**src/hdl/obp_pkg.sv**
```systemverilog
package obp_pkg;
    // Register byte addresses
    localparam logic [31:0] MODE_ADDR  = 32'h4000_8000;
    localparam logic [31:0] CTRL_ADDR  = 32'h4000_8004;
    localparam logic [31:0] STAT_ADDR  = 32'h4000_8008;
    // Control register field positions
    localparam int CTRL_ENU_POS  = 27;
    localparam int CTRL_BITU_POS = 26;
    localparam int CTRL_ENL_POS  = 25;
    localparam int CTRL_BITL_POS = 24;
    localparam int CTRL_BSU_POS  = 23;
    localparam int CTRL_IXU_LSB  = 20;
    localparam int CTRL_BSL_POS  = 19;
    localparam int CTRL_IXL_LSB  = 16;
    localparam int CTRL_WAD_LSB  = 0;
    // Writable control bits: 27:16 and 12:0
    localparam logic [31:0] CTRL_MASK  = 32'h0fff_1fff;
    localparam logic [31:0] CTRL_RESET = 32'h0000_0000;
    // Mode register field
    localparam int MODE_LSB = 0;
    // Status register field positions
    localparam int STAT_NW_LSB  = 16;
    localparam int STAT_TEU_POS = 15;
    localparam int STAT_TEL_POS = 14;
    localparam int STAT_PEU_POS = 13;
    localparam int STAT_PEL_POS = 12;
    localparam int STAT_FW_LSB  = 8;
    localparam int STAT_ARDY    = 4;
    localparam int STAT_TERR    = 3;
    localparam int STAT_TRDY    = 2;
    localparam int STAT_PERR    = 1;
    localparam int STAT_PRDY    = 0;
    // Ready flags come out of reset set
    localparam logic RDY_RESET = 1'b1;
    // Byte lane bases inside the word {U1,L1,U0,L0}
    localparam logic [4:0] U1_BASE = 5'h18;
    localparam logic [4:0] L1_BASE = 5'h10;
    localparam logic [4:0] U0_BASE = 5'h08;
    localparam logic [4:0] L0_BASE = 5'h00;
    // Operating mode codes
    typedef enum logic [2:0] {
        OBP_STANDBY    = 3'h0,
        OBP_MAN_READ   = 3'h1,
        OBP_MAN_PROG   = 3'h2,
        OBP_AUTO_READ  = 3'h3,
        OBP_AUTO_PROG  = 3'h4
    } obp_mode_t;
endpackage : obp_pkg

```
**src/hdl/obp_ctrl.sv**
```systemverilog
`timescale 1ns/1ps
module obp_ctrl #(
    parameter int WADDR_W = 13,
    parameter int FIFO_W  = 4
) (
    input  wire logic               clk,
    input  wire logic               rst_b,
    // APB slave
    input  wire logic               psel,
    input  wire logic               penable,
    input  wire logic               pwrite,
    input  wire logic [31:0]        paddr,
    input  wire logic [31:0]        pwdata,
    output logic      [31:0]        prdata,
    output logic                    pready,
    output logic                    pslverr,
    // Macrocell bit programming
    output logic                    cell_prog_req,
    output logic [WADDR_W-1:0]      cell_addr,
    output logic [31:0]             cell_bit_mask,
    output logic [31:0]             cell_bit_data,
    input  wire logic               cell_prog_done,
    input  wire logic               cell_fail_upper,
    input  wire logic               cell_fail_lower,
    // Automatic engine
    output logic [2:0]              op_mode,
    output logic                    auto_start,
    input  wire logic               auto_done,
    input  wire logic               auto_bit_busy,
    // Test engine
    output logic                    test_start,
    input  wire logic               test_done,
    input  wire logic               test_fail_upper,
    input  wire logic               test_fail_lower,
    // Datapath counters
    input  wire logic [FIFO_W-1:0]  fifo_word_count,
    input  wire logic [WADDR_W-1:0] remaining_word_count
);

    // Controller sequencing states
    typedef enum logic [4:0] {
        ST_IDLE  = 5'b00001,
        ST_MANUAL_PROGRAM_MODE = 5'b00010,
        ST_AUTO  = 5'b00100,
        ST_TEST  = 5'b01000,
        ST_DONE  = 5'b10000
    } obp_state_t;

    // Bit position in the 32-bit word for one bank
    function automatic logic [4:0] obp_bit_pos(
        input logic       upper,
        input logic       bsel,
        input logic [2:0] idx
    );
        logic [4:0] base;
        base = upper ? (bsel ? obp_pkg::U1_BASE : obp_pkg::U0_BASE)
                     : (bsel ? obp_pkg::L1_BASE : obp_pkg::L0_BASE);
        return base + {2'h0, idx};
    endfunction : obp_bit_pos

    obp_state_t        state_q;      // Sequencer state
    obp_state_t        state_d;      // Next sequencer state
    logic [31:0]       ctrl_q;       // Bit program control register
    logic [2:0]        mode_q;       // Operating mode field
    logic              ardy_q;       // Auto mode ready
    logic              trdy_q;       // Test ready
    logic              prdy_q;       // Bit program ready (manual)
    logic              terr_q;       // Test error flag
    logic              terr_u_q;     // Upper test error source
    logic              terr_l_q;     // Lower test error source
    logic              perr_q;       // Program error flag
    logic              perr_u_q;     // Upper program error source
    logic              perr_l_q;     // Lower program error source
    logic              req_q;        // Macrocell request level
    logic              astart_q;     // Auto start pulse
    logic              tstart_q;     // Test start pulse
    logic [31:0]       rdata_q;      // Read data register

    // Bus decode
    wire setup_ph  = psel & ~penable;
    wire access_ph = psel & penable;
    wire hit_mode  = (paddr == obp_pkg::MODE_ADDR);
    wire hit_ctrl  = (paddr == obp_pkg::CTRL_ADDR);
    wire hit_stat  = (paddr == obp_pkg::STAT_ADDR);
    wire hit_any   = hit_mode | hit_ctrl | hit_stat;
    wire wr_ok     = access_ph & pwrite;
    // Status has no write decode at all
    wire wr_mode   = wr_ok & hit_mode;
    wire wr_ctrl   = wr_ok & hit_ctrl;
    wire [2:0] new_mode = pwdata[obp_pkg::MODE_LSB +: 3];

    // Control fields
    wire       en_u  = ctrl_q[obp_pkg::CTRL_ENU_POS];
    wire       bit_u = ctrl_q[obp_pkg::CTRL_BITU_POS];
    wire       en_l  = ctrl_q[obp_pkg::CTRL_ENL_POS];
    wire       bit_l = ctrl_q[obp_pkg::CTRL_BITL_POS];
    wire       bs_u  = ctrl_q[obp_pkg::CTRL_BSU_POS];
    wire [2:0] ix_u  = ctrl_q[obp_pkg::CTRL_IXU_LSB +: 3];
    wire       bs_l  = ctrl_q[obp_pkg::CTRL_BSL_POS];
    wire [2:0] ix_l  = ctrl_q[obp_pkg::CTRL_IXL_LSB +: 3];
    wire [WADDR_W-1:0] waddr =
        ctrl_q[obp_pkg::CTRL_WAD_LSB +: WADDR_W];

    // Lanes: upper bank in bits 31:24 and 15:8, lower in 23:16, 7:0
    wire [4:0]  pos_u  = obp_bit_pos(1'b1, bs_u, ix_u);
    wire [4:0]  pos_l  = obp_bit_pos(1'b0, bs_l, ix_l);
    // One bit per enabled bank only
    wire [31:0] mask_u = {31'h0, en_u} << pos_u;
    wire [31:0] mask_l = {31'h0, en_l} << pos_l;
    wire [31:0] dat_u  = {31'h0, bit_u} << pos_u;
    wire [31:0] dat_l  = {31'h0, bit_l} << pos_l;
    // Enables carried by the control write that starts the sequence
    wire        any_en = pwdata[obp_pkg::CTRL_ENU_POS]
                       | pwdata[obp_pkg::CTRL_ENL_POS];

    // Mode decode
    wire is_auto = (new_mode == obp_pkg::OBP_AUTO_READ)
                 | (new_mode == obp_pkg::OBP_AUTO_PROG);
    wire is_test = (new_mode > obp_pkg::OBP_AUTO_PROG);
    wire in_manual_program_mode = (mode_q == obp_pkg::OBP_MAN_PROG);
    wire in_automatic_program_mode = (mode_q == obp_pkg::OBP_AUTO_PROG);
    wire idle     = (state_q == ST_IDLE);
    // Manual programming starts on a control write in manual program mode
    wire go_manual_program_mode = idle & wr_ctrl & in_manual_program_mode;
    wire go_auto  = idle & wr_mode & is_auto;
    wire go_test  = idle & wr_mode & is_test;

    // Next state
    always_comb begin
        state_d = state_q;
        unique case (state_q)
            ST_IDLE: begin
                if (go_manual_program_mode) begin
                    // Nothing enabled: finish without touching cells
                    state_d = any_en ? ST_MANUAL_PROGRAM_MODE : ST_DONE;
                end else if (go_auto) begin
                    state_d = ST_AUTO;
                end else if (go_test) begin
                    state_d = ST_TEST;
                end
            end
            ST_MANUAL_PROGRAM_MODE: begin
                if (cell_prog_done) begin
                    state_d = ST_DONE;
                end
            end
            ST_AUTO: begin
                if (auto_done) begin
                    state_d = ST_IDLE;
                end
            end
            ST_TEST: begin
                if (test_done) begin
                    state_d = ST_IDLE;
                end
            end
            ST_DONE: begin
                state_d = ST_IDLE;
            end
        endcase
    end

    // State register
    always_ff @(posedge clk or negedge rst_b) begin
        if (!rst_b) begin
            state_q <= ST_IDLE;
        end else begin
            state_q <= state_d;
        end
    end

    // Control register
    always_ff @(posedge clk or negedge rst_b) begin
        if (!rst_b) begin
            ctrl_q <= obp_pkg::CTRL_RESET;
        end else if (wr_ctrl & idle) begin
            // Held stable while a sequence runs
            ctrl_q <= pwdata & obp_pkg::CTRL_MASK;
        end
    end

    // Mode register
    always_ff @(posedge clk or negedge rst_b) begin
        if (!rst_b) begin
            mode_q <= obp_pkg::OBP_STANDBY;
        end else if (wr_mode & idle) begin
            mode_q <= new_mode;
        end
    end

    // Macrocell request and start pulses
    always_ff @(posedge clk or negedge rst_b) begin
        if (!rst_b) begin
            req_q    <= 1'b0;
            astart_q <= 1'b0;
            tstart_q <= 1'b0;
        end else begin
            req_q    <= (state_d == ST_MANUAL_PROGRAM_MODE);
            astart_q <= go_auto;
            tstart_q <= go_test;
        end
    end

    // Ready flags
    always_ff @(posedge clk or negedge rst_b) begin
        if (!rst_b) begin
            ardy_q <= obp_pkg::RDY_RESET;
            trdy_q <= obp_pkg::RDY_RESET;
            prdy_q <= obp_pkg::RDY_RESET;
        end else begin
            ardy_q <= (state_d != ST_AUTO);
            trdy_q <= (state_d != ST_TEST);
            prdy_q <= (state_d != ST_MANUAL_PROGRAM_MODE);
        end
    end

    // Program error flags; the start of a manual program sequence clears them
    always_ff @(posedge clk or negedge rst_b) begin
        if (!rst_b) begin
            perr_q   <= 1'b0;
            perr_u_q <= 1'b0;
            perr_l_q <= 1'b0;
        end else if (go_manual_program_mode) begin
            // No enabled bank reports no error
            perr_q   <= 1'b0;
            perr_u_q <= 1'b0;
            perr_l_q <= 1'b0;
        end else if (cell_prog_done &
                     ((state_q == ST_MANUAL_PROGRAM_MODE) | in_automatic_program_mode)) begin
            // Each bit result; in auto mode the last one stands
            perr_u_q <= cell_fail_upper & en_u;
            perr_l_q <= cell_fail_lower & en_l;
            perr_q   <= (cell_fail_upper & en_u)
                      | (cell_fail_lower & en_l);
        end
    end

    // Test error flags
    always_ff @(posedge clk or negedge rst_b) begin
        if (!rst_b) begin
            terr_q   <= 1'b0;
            terr_u_q <= 1'b0;
            terr_l_q <= 1'b0;
        end else if (go_test) begin
            terr_q   <= 1'b0;
            terr_u_q <= 1'b0;
            terr_l_q <= 1'b0;
        end else if ((state_q == ST_TEST) & test_done) begin
            terr_u_q <= test_fail_upper;
            terr_l_q <= test_fail_lower;
            terr_q   <= test_fail_upper | test_fail_lower;
        end
    end

    // Bit program ready in auto program mode follows the engine
    wire prdy_now = prdy_q & ~(in_automatic_program_mode & auto_bit_busy);

    // Status word
    logic [31:0] stat_w;
    always_comb begin
        stat_w = 32'h0;
        stat_w[obp_pkg::STAT_NW_LSB +: WADDR_W] =
            remaining_word_count;
        stat_w[obp_pkg::STAT_TEU_POS] = terr_u_q;
        stat_w[obp_pkg::STAT_TEL_POS] = terr_l_q;
        stat_w[obp_pkg::STAT_PEU_POS] = perr_u_q;
        stat_w[obp_pkg::STAT_PEL_POS] = perr_l_q;
        stat_w[obp_pkg::STAT_FW_LSB +: FIFO_W] =
            fifo_word_count;
        stat_w[obp_pkg::STAT_ARDY] = ardy_q;
        stat_w[obp_pkg::STAT_TERR] = terr_q;
        stat_w[obp_pkg::STAT_TRDY] = trdy_q;
        stat_w[obp_pkg::STAT_PERR] = perr_q;
        stat_w[obp_pkg::STAT_PRDY] = prdy_now;
    end

    // Read mux
    wire [31:0] mode_w = {29'h0, mode_q};
    wire [31:0] rd_mux = hit_mode ? mode_w
                       : hit_ctrl ? ctrl_q
                       : hit_stat ? stat_w
                       : 32'h0;

    // Read data captured in the setup cycle
    always_ff @(posedge clk or negedge rst_b) begin
        if (!rst_b) begin
            rdata_q <= 32'h0;
        end else if (setup_ph & ~pwrite) begin
            rdata_q <= rd_mux;
        end
    end

    // Bus answers: no wait states, error on unmapped address
    assign pready  = 1'b1;
    assign pslverr = access_ph & ~hit_any;
    assign prdata  = rdata_q;

    // Macrocell outputs
    assign cell_prog_req = req_q;
    assign cell_addr     = waddr;
    assign cell_bit_mask = mask_u | mask_l;
    assign cell_bit_data = dat_u | dat_l;
    assign op_mode       = mode_q;
    assign auto_start    = astart_q;
    assign test_start    = tstart_q;

endmodule : obp_ctrl

```
**config.mk**
```make
export PLATFORM = sky130hd
export DESIGN_NAME = obp_ctrl
export DESIGN_NICKNAME = d
export VERILOG_FILES = /design/src/hdl/obp_pkg.sv /design/src/hdl/obp_ctrl.sv
export SDC_FILE = /design/constraint.sdc
export NUM_CORES = 1
export LEC_CHECK = 0
export CAP_MARGIN = 10
export CORE_UTILIZATION = 50
export CTS_BUF_LIST = sky130_fd_sc_hd__clkbuf_4 sky130_fd_sc_hd__clkbuf_8
export CTS_CLUSTER_SIZE = 16
export DETAILED_ROUTE_END_ITERATION = 8
export DONT_BUFFER_PORTS = 1
export GPL_TIMING_DRIVEN = 0
export PLACE_DENSITY_LB_ADDON = 0.08
export SLEW_MARGIN = 30
export SYNTH_ARGS = -nofsm -noshare
export SYNTH_HDL_FRONTEND = slang
export SYNTH_SLANG_ARGS = --single-unit
```
**constraint.sdc**
```tcl
create_clock -name clk -period 3.1 [get_ports clk]
set_clock_uncertainty 0.2 [all_clocks]
set_input_delay 0.31 -clock clk [delete_from_list [all_inputs] [get_ports clk]]
set_output_delay 0.31 -clock clk [all_outputs]
set_load 0.01 [all_outputs]
```
==> qor.txt, run 1 <==
Final setup fails = 0
Yosys top cell by area = dfrtp_1
Global-route wire length before repair = 15.9 mm
# fillers = 676
Post_cts resized = 0
Top area cells in the synthesized netlist = dfrtp_1 44%, mux2_2 8.0%, nor2_1 7.1%
Drt first-iter violations = 236
Congestion Overflow GR = 0
Final TNS setup = 0 ps
Routed len/inst = 18.1 µm
Synth Cell Area = 3940 µm²
CP Max Fanout = 10
Static Leak = 2.30 nW
Antenna violations before repair = 0
Routability cong. = 0.794
Seq/Total Area, Yosys = 47.1%
Vias = 3285
Slew HR = 49.9%
FF-to-FF Start = state_q[0]$_DFF_PN1_
Final setup margin = 476 ps
Fraction of layout cells with a size suffix above 1 = 19.7%
CP Cell Sequence = clkbuf_1, nand3_1, nor4_1, buf_4, buf_2, mux2_2
Critical Path AT = 2670 ps
IO Pins = 211
Area of the die = 8240 µm²
Post-synth top flop = dfrtp_1
Register bit total from synthesis = 74
Clk sinks = 74
Final worst path period need = 2620 ps
Setup CP Type = flip-flop to flip-flop
Critical path origin = state_q[0]$_DFF_PN1_
Reg2Reg Depth = 6
Syn Area/Cell = 9.83 µm²
Hold Fails Final Rpt = 0
Final wirelength = 10.3 mm
Largest net degree at the start of global routing = 75
CTS buffer count = 9
Core area = 7690 µm²
Slowest CP cell = dfstp_2
Hold Path Cell Cnt = 3
HPWL after DPL = 7.33 mm
Antenna diodes = 0
First drt pass iteration count = 5
Hold_buf cts = 48
Initial Util = 51.3%
Vias/cell = 5.77
Worst Setup Slack post-DPL = 379 ps
Status = finished, final reports clean
Max IR drop VDD = 0.000256 V
Synth Instances = 401
RSZ-0062 raised after global routing = no
Die W = 90.8 µm
Layout area overhead = 21.7%
Top-area cell type share of the netlist area = 44.4%
Hold-critical path endpoint = prdata[2]$_DFFE_PN0P_
DRC errors left = 0
CP Capture Type = flip-flop
Worst-Margin Slew = 746 ps
Yosys warning count = 0
Max Slew Vio Count = 0
GR Util All Layers = 25.0%
CTS root buf = clkbuf_8
Top-count cell post-synth = nor2_1
Crit start category = flip-flop
Die H = 90.8 µm
Number of enable flip-flop cells after synthesis = 0
Worst Hold Class = primary input to flip-flop
R2r setup slk = 480 ps
Async set or reset register ratio after synthesis = 100%
Clock buffer depth = 2
Clk_lat worst skew = 350 ps
Hold Path Origin = paddr[3]
Vias in the first global route = 3131
Critical path required time = 3140 ps
Port bufs = 0
Post-synth top cells = 75 x nor2_1, 70 x dfrtp_1, 29 x nand2_1
Pwr Density = 401 nW/µm²
Final nets = 556
Post-route ant nets = 0
Worst R2R End = ctrl_q[17]$_DFFE_PN0P_
Crit-path max cell delay = 520 ps
Row cnt = 32
Fin crit share = 84.6%
Max-Cap Viols = 0
Reg clk slew, reported paths = 80 ps
CTS tree = done
H-tree depth = 3
Yosys cell types = 54
Max Clk Rate = 0.381 GHz
Setup Buffers After CTS = 0
cell usage in the layout (no fill, tap or decap), drive strengths merged, types with 4 or more instances in the layout:
cell and instances:
nand2b 5, buf 25, o21ai 7, nor4 9, inv 27, a31oi 4, nor2 75, a22o 7
nand3b 5, a222oi 19, a21oi 10, nand2 29, or2 4, dlygate4sd3 47, clkbuf 24, nand3 8
nor2b 4, nor3b 5, dfrtp 70, mux2 28, dfstp 4, nor3 5, conb 4
state kept, by name (all words and copies together) (netlist names), 3 cells and up:
| register | count |
|---|---|
| ctrl_q | 25 |
| op_mode | 3 |
| prdata | 29 |
| state_q | 5 |
cells by family after synthesis:
group	synth area share (%)
AOI/OAI and AO/OA	12.7
xor gates and xnor gates	0.222
buffers and inverters	8.48
DFF	47.1
muxes	8.76
other	0.191
and+or+nand+nor	22.5
worst max-delay path: cells and delay by family, from the launching register on:
family	cells	cell delay (ps)
AND/OR/NAND/NOR	2	540
flip-flops	1	520
multiplexers	1	380
buffers and inverters	3	870
how the worst max path moves through the flow:
stage | endpoint | depth (start not counted)
global placement | prdata[11]$_DFFE_PN0P_ | 7
global route | ctrl_q[0]$_DFFE_PN0P_ | 6
CTS | ctrl_q[11]$_DFFE_PN0P_ | 6
floorplan | ctrl_q[0]$_DFFE_PN0P_ | 6
detailed placement | prdata[9]$_DFFE_PN0P_ | 7
finish | ctrl_q[17]$_DFFE_PN0P_ | 6
stage by stage:
step           utilization (%)  hold WS (ps)  std cells  total power (W)  area [µm²]
4_1_cts                   62.4          3.86        569          0.00194        4800
2_1_floorplan                -          -186        403          0.00102        3950
3_3_place_gp              53.0          -184        505          0.00102        4080
3_5_place_dp              53.0          -185        505          0.00102        4080
5_1_grt                   62.4          30.9        569          0.00199        4800
6_report                  62.4          14.5        569          0.00192        4800
area by class of cell:
class | instances | area (µm²) | area share (%)
clock inverter | 7 | 98.8 | 2.06
inverter | 26 | 103 | 2.14
buffer | 39 | 231 | 4.83
timing repair buffer | 48 | 498 | 10.4
multi-input combinational | 264 | 1760 | 36.6
clock buffer | 9 | 124 | 2.58
tap | 102 | 128 | 2.66
sequential | 74 | 1860 | 38.7
layer usage:
layer	global-route usage (%)	routed length, µm
met1	29.1	4110
met2	45.3	5380
met3	5.81	639
met4	8.33	154
met5	0	0
power by group:
group          switching, W  internal, W  total, W
clock network      0.000387     0.000459  0.000846
registers        0.00000141     0.000967  0.000968
logic             0.0000504    0.0000590  0.000109
total              0.000439      0.00148   0.00192
No activity file was read; power rests on OpenSTA's default activity.
==> run 2, diff against run 1 <==
--- a/config.mk
+++ b/config.mk
@@ -5,6 +5,7 @@
 export SDC_FILE = /design/constraint.sdc
 export NUM_CORES = 1
 export LEC_CHECK = 0
+export ABC_AREA = 1
 export CAP_MARGIN = 10
 export CORE_UTILIZATION = 50
 export CTS_BUF_LIST = sky130_fd_sc_hd__clkbuf_4 sky130_fd_sc_hd__clkbuf_8
==> constraint.sdc (replaced) <==
create_clock -name clk -period 2.4 [get_ports clk]
set_clock_uncertainty 0.2 [all_clocks]
set_input_delay 0.24 -clock clk [delete_from_list [all_inputs] [get_ports clk]]
set_output_delay 0.24 -clock clk [all_outputs]
set_load 0.01 [all_outputs]
==> run 2 against run 1 <==
Effect of this change:
- die area increased by 6.8%
- final area increased by 6.5%
- global-route usage increased by 2.6 points
- clock power increased by 29%
- fmax increased by 16%
- clock-buffer cell count unchanged
- synthesized cell count increased by 36%
- total power increased by 51%
- sequential cell count unchanged
==> qor.txt, run 2 <==
Status = finished, final reports clean (unchanged)
Yosys cell types = 37 (was 54)
Pwr Total = 0.00290 W (was 0.00192 W)
Die H = 93.8 µm (was 90.8 µm)
Row cnt = 33 (was 32)
CP Capture Type = flip-flop (unchanged)
Drt first-iter violations = 218 (was 236)
Top-count cell post-synth = nor2_1 (unchanged)
Port bufs = 0 (unchanged)
Setup Buffers After CTS = 0 (unchanged)
Slew HR = 48.9% (was 49.9%)
Async set or reset register ratio after synthesis = 100% (unchanged)
Static Leak = 2.43 nW (was 2.30 nW)
Yosys warning count = 0 (unchanged)
Fraction of layout cells with a size suffix above 1 = 11.4% (was 19.7%)
Crit-path most repeated cell = nand2_1
Routed len/inst = 17.0 µm (was 18.1 µm)
Initial Util = 51.6% (was 51.3%)
Antenna violations before repair = 0 (unchanged)
Final nets = 702 (was 556)
Commonest non-fill, non-tap cell in the layout = nor2_1 (unchanged)
Number of enable flip-flop cells after synthesis = 0 (unchanged)
R2r setup slk = 140 ps (was 480 ps)
Seq/Total Area, Yosys = 44.0% (was 47.1%)
First drt pass iteration count = 5 (unchanged)
CP Max Fanout = 7 (was 10)
Clk_lat worst skew = 350 ps (about the same)
Layout area overhead = 21.2% (was 21.7%)
Max Clk Rate = 0.443 GHz (was 0.381 GHz)
Slowest CP cell = dfstp_2 (unchanged)
Register bit total from synthesis = 74 (unchanged)
Vias in the first global route = 3636 (was 3131)
Fin crit share = 94.1% (was 84.6%)
Final wirelength = 12.2 mm (was 10.3 mm)
Max IR drop VDD = 0.000397 V (was 0.000256 V)
Critical path origin = state_q[0]$_DFF_PN1_ (unchanged)
Critical path capture point = ardy_q$_DFF_PN1_ (was ctrl_q[17]$_DFFE_PN0P_)
Antenna diodes = 0 (unchanged)
Crit start category = flip-flop (unchanged)
Crit-path max cell delay = 570 ps (was 520 ps)
Synth Instances = 545 (was 401)
Max-Cap Viols = 0 (unchanged)
Critical Path AT = 2320 ps (was 2670 ps)
Design area = 5110 µm² (was 4800 µm²)
Cell area after placement = 4350 µm² (was 4080 µm²)
Worst R2R End = ardy_q$_DFF_PN1_ (was ctrl_q[17]$_DFFE_PN0P_)
Syn Area/Cell = 7.73 µm² (was 9.83 µm²)
Die W = 93.8 µm (was 90.8 µm)
Global-route wire length before repair = 18.4 mm (was 15.9 mm)
Final setup fails = 0 (unchanged)
Vias = 4024 (was 3285)
Most frequent cells in the layout = 114 x nor2_1, 92 x nand2_1, 70 x dfrtp_1 (was 75 x nor2_1, 70 x dfrtp_1, 47 x dlygate4sd3_1)
Top area cells in the synthesized netlist = dfrtp_1 42%, nor2_1 10%, nand2_1 8.2% (was dfrtp_1 44%, mux2_2 8.0%, nor2_1 7.1%)
Delay-heaviest family, CP = simple AND/OR/NAND/NOR gates (was buffers and inverters)
Clk sinks = 74 (unchanged)
Routability cong. = 0.892 (was 0.794)
Critical path required time = 2460 ps (was 3140 ps)
Area of the die = 8800 µm² (was 8240 µm²)
Post-synth top cells = 114 x nor2_1, 92 x nand2_1, 70 x dfrtp_1 (was 75 x nor2_1, 70 x dfrtp_1, 29 x nand2_1)
Core area = 8180 µm² (was 7690 µm²)
IO Pins = 211 (unchanged)
Congestion Overflow GR = 0 (unchanged)
RSZ-0062 raised after global routing = no (unchanged)
Worst Path Buf+Inv = 0 (was 3)
Pwr Density = 568 nW/µm² (was 401 nW/µm²)
CP Cell Sequence = nand3_1, nor3_4, nand3_1, nand2_1, nand2_1, o21ai_2, nand2_1, nor2_1, nand2_1 (was clkbuf_1, nand3_1, nor4_1, buf_4, buf_2, mux2_2)
Post-synth top flop = dfrtp_1 (unchanged)
Vias/cell = 5.60 (was 5.77)
Clock buffer depth = 2 (unchanged)
Reg clk slew, reported paths = 80 ps (about the same)
Final TNS setup = 0 ps (unchanged)
Hold Fails Final Rpt = 0 (unchanged)
Synth Cell Area = 4220 µm² (was 3940 µm²)
Largest net degree at the start of global routing = 75 (unchanged)
CTS tree = done (unchanged)
Max Slew Vio Count = 0 (unchanged)
Yosys top cell by area = dfrtp_1 (unchanged)
Setup CP Type = flip-flop to flip-flop (unchanged)
Worst Hold Class = primary input to flip-flop (unchanged)
Final worst path period need = 2260 ps (was 2620 ps)
FF-to-FF Start = state_q[0]$_DFF_PN1_ (unchanged)
Reg2Reg Depth = 9 (was 6)
Largest register FFs = 29 (unchanged)
# fillers = 762 (was 676)
CTS buffer count = 9 (unchanged)
DRC errors left = 0 (unchanged)
GR Util All Layers = 27.6% (was 25.0%)
H-tree depth = 3 (unchanged)
HPWL after DPL = 8.86 mm (was 7.33 mm)
Top-area cell type share of the netlist area = 41.6% (was 44.4%)
Post-route ant nets = 0 (unchanged)
Worst-Margin Slew = 758 ps (was 746 ps)
Critical Path Stages = 9 (was 6)
CTS root buf = clkbuf_8 (unchanged)
-- run 2: cell count changes after synthesis, moves of 7 or more --
cell / before / now
a22o_1: 7 / 0
nand2_1: 29 / 92
a222oi_1: 19 / 0
nand4_1: 3 / 46
clkbuf_1: 14 / 21
mux2_2: 28 / 7
inv_1: 25 / 39
nor3_1: 5 / 12
nand3_1: 8 / 43
nor2_1: 75 / 114
-- run 2: routing by layer --
| layer | routed length, µm | track usage, % | share of wire (%) | up-vias |
|---|---|---|---|---|
| met5 | 0 | 0 | 0 | - |
| met4 | 265 | 11.0 | 2.2 | 0 |
| met3 | 851 | 4.94 | 7.0 | 21 |
| met2 | 6020 | 45.4 | 49 | 175 |
| met1 | 5070 | 36.1 | 42 | 1899 |
| li1 | - | - | - | 1929 |
-- run 2: per-stage QoR --
| stage | setup WS (ps) | hold slack (ps) | instances | utilization, % |
|---|---|---|---|---|
| final | 142 | 32.2 | 718 | 62.5 |
| after detailed placement | 196 | -254 | 652 | 53.3 |
| after floorplan | 552 | -256 | 547 | - |
| after global placement | 168 | -254 | 652 | 53.3 |
| after CTS | 122 | 2.51 | 719 | 62.5 |
| after global routing | 29.1 | 70.2 | 718 | 62.5 |
-- run 2: worst min-delay path, cell delays in order --
cell,delay (ps)
nand2_1,40
inv_1,150
o31ai_1,100
-- run 2: worst min path at each step --
stage	cells past startpoint	from	endpoint	slack, ps
floorplan	0	rst_b	auto_start$_DFF_PN0_	-260
finish	3	test_done	terr_l_q$_DFFE_PN0P_	30
global placement	0	rst_b	prdata[20]$_DFFE_PN0P_	-250
global route	3	test_done	terr_l_q$_DFFE_PN0P_	70
detailed placement	0	rst_b	prdata[22]$_DFFE_PN0P_	-250
CTS	3	test_done	terr_l_q$_DFFE_PN0P_	3
-- run 2: kinds of logic (layout without fill, tap and decap cells) --
group / after synthesis / in the layout / synth area share, %
AOI/OAI and AO/OA: 45 / 45 / 6.98
buffers and inverters: 89 / 155 / 9.85
DFF: 74 / 74 / 44.0
muxes: 13 / 13 / 3.77
other: 2 / 4 / 0.178
and+or+nand+nor: 322 / 322 / 35.2
-- run 2: power breakdown --
part,total (W),switching (W),internal [W]
logic,0.000446,0.000279,0.000167
clock network,0.00109,0.000497,0.000596
registers,0.00136,0.0000360,0.00132
-- run 2: layout make-up --
class	count	area (µm²)	share of cell area, %
plain buffers	43	243	4.75
clock buffers	9	124	2.43
clock inverters	7	101	1.98
inverters	45	173	3.38
multi-input cells	384	1950	38.2
flip-flops and latches	74	1860	36.4
well taps	105	131	2.57
repair buffers	51	528	10.3
-- run 2: timing repair --
| item | in CTS | in global routing |
|---|---|---|
| setup endpoints to repair | 0 | 9 |
| endpoints found under the hold margin | 130 | 0 |
| hold buffers | 51 | 0 |
| gates resized for setup | 0 | 2 |
==> run 3, diff against run 2 <==
--- a/config.mk
+++ b/config.mk
@@ -7,13 +7,14 @@
 export LEC_CHECK = 0
 export ABC_AREA = 1
 export CAP_MARGIN = 10
-export CORE_UTILIZATION = 50
+export CORE_UTILIZATION = 53
 export CTS_BUF_LIST = sky130_fd_sc_hd__clkbuf_4 sky130_fd_sc_hd__clkbuf_8
 export CTS_CLUSTER_SIZE = 16
 export DETAILED_ROUTE_END_ITERATION = 8
 export DONT_BUFFER_PORTS = 1
 export GPL_TIMING_DRIVEN = 0
 export PLACE_DENSITY_LB_ADDON = 0.08
+export SETUP_SLACK_MARGIN = 0.5
 export SLEW_MARGIN = 30
 export SYNTH_ARGS = -nofsm -noshare
 export SYNTH_HDL_FRONTEND = slang
==> run 3 against run 2 <==
Effect of this change:
- the run now ends with negative hold slack left
- largest cell class unchanged
- final area is 5.6% higher
- core utilization grew 7.3 points
- critical path type unchanged
- sequential power hardly changed
- clock power decreased by 11%
- total power decreased by 2.7%
==> qor.txt, run 3 (synthesis results as in run 2) <==
Failing checks = negative hold slack
Final nets = 709 (was 702)
Row cnt = 32 (was 33)
Vias in the first global route = 3844 (was 3636)
CTS tree = done (unchanged)
Final wirelength = 12.0 mm (was 12.2 mm)
Antenna diodes = 0 (unchanged)
Max Slew Vio Count = 0 (unchanged)
Global-route wire length before repair = 18.6 mm (was 18.4 mm)
Worst Hold Class = primary input to asynchronous set/reset pin (was primary input to flip-flop)
Fin crit share = 81.8% (was 94.1%)
Drt first-iter violations = 265 (was 218)
HPWL after DPL = 8.45 mm (was 8.86 mm)
Initial Util = 54.5% (was 51.6%)
Largest register FFs = 29 (unchanged)
Vias = 4167 (was 4024)
Clock buffer depth = 2 (unchanged)
Die H = 91.2 µm (was 93.8 µm)
Slew HR = 50.9% (was 48.9%)
Area occupied by multi-input gates = 2130 µm² (was 1950 µm²)
DRC errors left = 0 (unchanged)
Final TNS setup = 0 ps (unchanged)
IO Pins = 211 (unchanged)
WHS = -620 ps (was 32.2 ps)
CTS root buf = clkbuf_8 (unchanged)
Crit start category = flip-flop (unchanged)
First drt pass iteration count = 5 (unchanged)
Commonest non-fill, non-tap cell in the layout = nor2_1 (unchanged)
CP Max Fanout = 4 (was 7)
RSZ-0062 raised after global routing = yes (was no)
Routed len/inst = 16.6 µm (was 17.0 µm)
Core area = 7730 µm² (was 8180 µm²)
Pwr Total = 0.00282 W (was 0.00290 W)
Reg area = 1860 µm² (unchanged)
Static Leak = 2.54 nW (was 2.43 nW)
Final setup fails = 0 (unchanged)
Critical Path AT = 2020 ps (was 2320 ps)
Area of the die = 8310 µm² (was 8800 µm²)
CTS buffer count = 9 (unchanged)
Most frequent cells in the layout = 92 x nor2_1, 90 x nand2_1, 70 x dfrtp_1 (was 114 x nor2_1, 92 x nand2_1, 70 x dfrtp_1)
Die W = 91.2 µm (was 93.8 µm)
Max Clk Rate = 0.509 GHz (was 0.443 GHz)
Clk_lat worst skew = 330 ps (was 350 ps)
Max IR drop VDD = 0.000519 V (was 0.000397 V)
H-tree depth = 3 (unchanged)
Clk sinks = 74 (unchanged)
Worst-Margin Slew = 729 ps (was 758 ps)
Fraction of layout cells with a size suffix above 1 = 22.4% (was 11.4%)
Hold_buf cts = 49 (was 51)
Layout area overhead = 27.9% (was 21.2%)
Routability cong. = 0.894 (was 0.892)
Setup CP Type = flip-flop to flip-flop (unchanged)
Critical path required time = 2460 ps (about the same)
Final worst path period need = 1960 ps (was 2260 ps)
Hold Fails Final Rpt = 74 (was 0)
Post-route ant nets = 0 (unchanged)
Vias/cell = 5.77 (was 5.60)
Max-Cap Viols = 0 (unchanged)
GR Util All Layers = 28.5% (was 27.6%)
Pwr Density = 523 nW/µm² (was 568 nW/µm²)
# fillers = 610 (was 762)
Largest net degree at the start of global routing = 75 (unchanged)
Congestion Overflow GR = 0 (unchanged)
Port bufs = 0 (unchanged)
CP Capture Type = flip-flop (unchanged)
Reg clk slew, reported paths = 80 ps (about the same)
Antenna violations before repair = 0 (unchanged)
Status = finished with violations (was finished, final reports clean)
## run 3: critical path, cell delays in order (launching register included)
cell and delay (ps):
dfstp_2 560, nand3_2 100, nor3_4 260, nand3_2 160
nand2_1 130, nand2_1 100, o21ai_2 110, nand2_1 70
nor2_1 90, nand2_1 100
## run 3: per-stage QoR
stage / area [µm²] / setup WS [ps] / utilization [%] / hold slack, ps / cells
final: 5390 / 437 / 69.8 / -620 / 722
after global routing: 5390 / 294 / 69.8 / -632 / 722
after CTS: 5170 / 496 / 66.9 / -627 / 719
after detailed placement: 4350 / 311 / 56.3 / -255 / 649
after global placement: 4350 / 308 / 56.3 / -254 / 649
after floorplan: 4220 / 552 / - / -256 / 547
## run 3: final cells by class
type	count	share of cell area, %
Sequential cell	74	34.4
Clock inverter	5	0.998
Buffer	44	5.50
Clock buffer	11	2.69
Timing Repair Buffer	57	10.9
Tap cell	102	2.37
Multi-Input combinational cell	384	39.5
Inverter	45	3.60
## run 3: per-layer routing
metal  share of wire [%]  global-route usage (%)
met1                  41                    36.3
met5                   0                       0
met3                 6.7                    4.86
met4                 2.4                    11.6
met2                  50                    48.3
## run 3: where the power goes
group / total (W) / leakage (nW) / internal, W / switching (W)
Combinational: 0.000498 / 1.48 / 0.000220 / 0.000278
Sequential: 0.00136 / 0.955 / 0.00133 / 0.0000318
Clock: 0.000967 / 0.106 / 0.000517 / 0.000450
Total: 0.00282 / 2.54 / 0.00206 / 0.000760
## run 3: repair_timing
item | in CTS | in global routing
pin swaps | 5 | 8
buffers inserted | 5 | 2
endpoints found under the setup margin | 82 | 74
hold endpoints to repair | 130 | 74
cloned | 0 | 1
gates resized for setup | 40 | 67
## run 3: worst paths after layout
path | slack (ps) | cells past startpoint | from | to
worst max-delay path | 440 | 9 | state_q[0]$_DFF_PN1_ | ardy_q$_DFF_PN1_
worst min register to register | 310 | 2 | perr_u_q$_DFFE_PN0P_ | prdata[13]$_DFFE_PN0P_
max in group asynchronous | 2390 | 0 | rst_b | prdy_q$_DFF_PN1_
worst max register to register | 440 | 9 | state_q[0]$_DFF_PN1_ | ardy_q$_DFF_PN1_
worst min-delay path | -620 | 0 | rst_b | prdata[22]$_DFFE_PN0P_
min in group clk | 10 | 4 | pwrite | auto_start$_DFF_PN0_
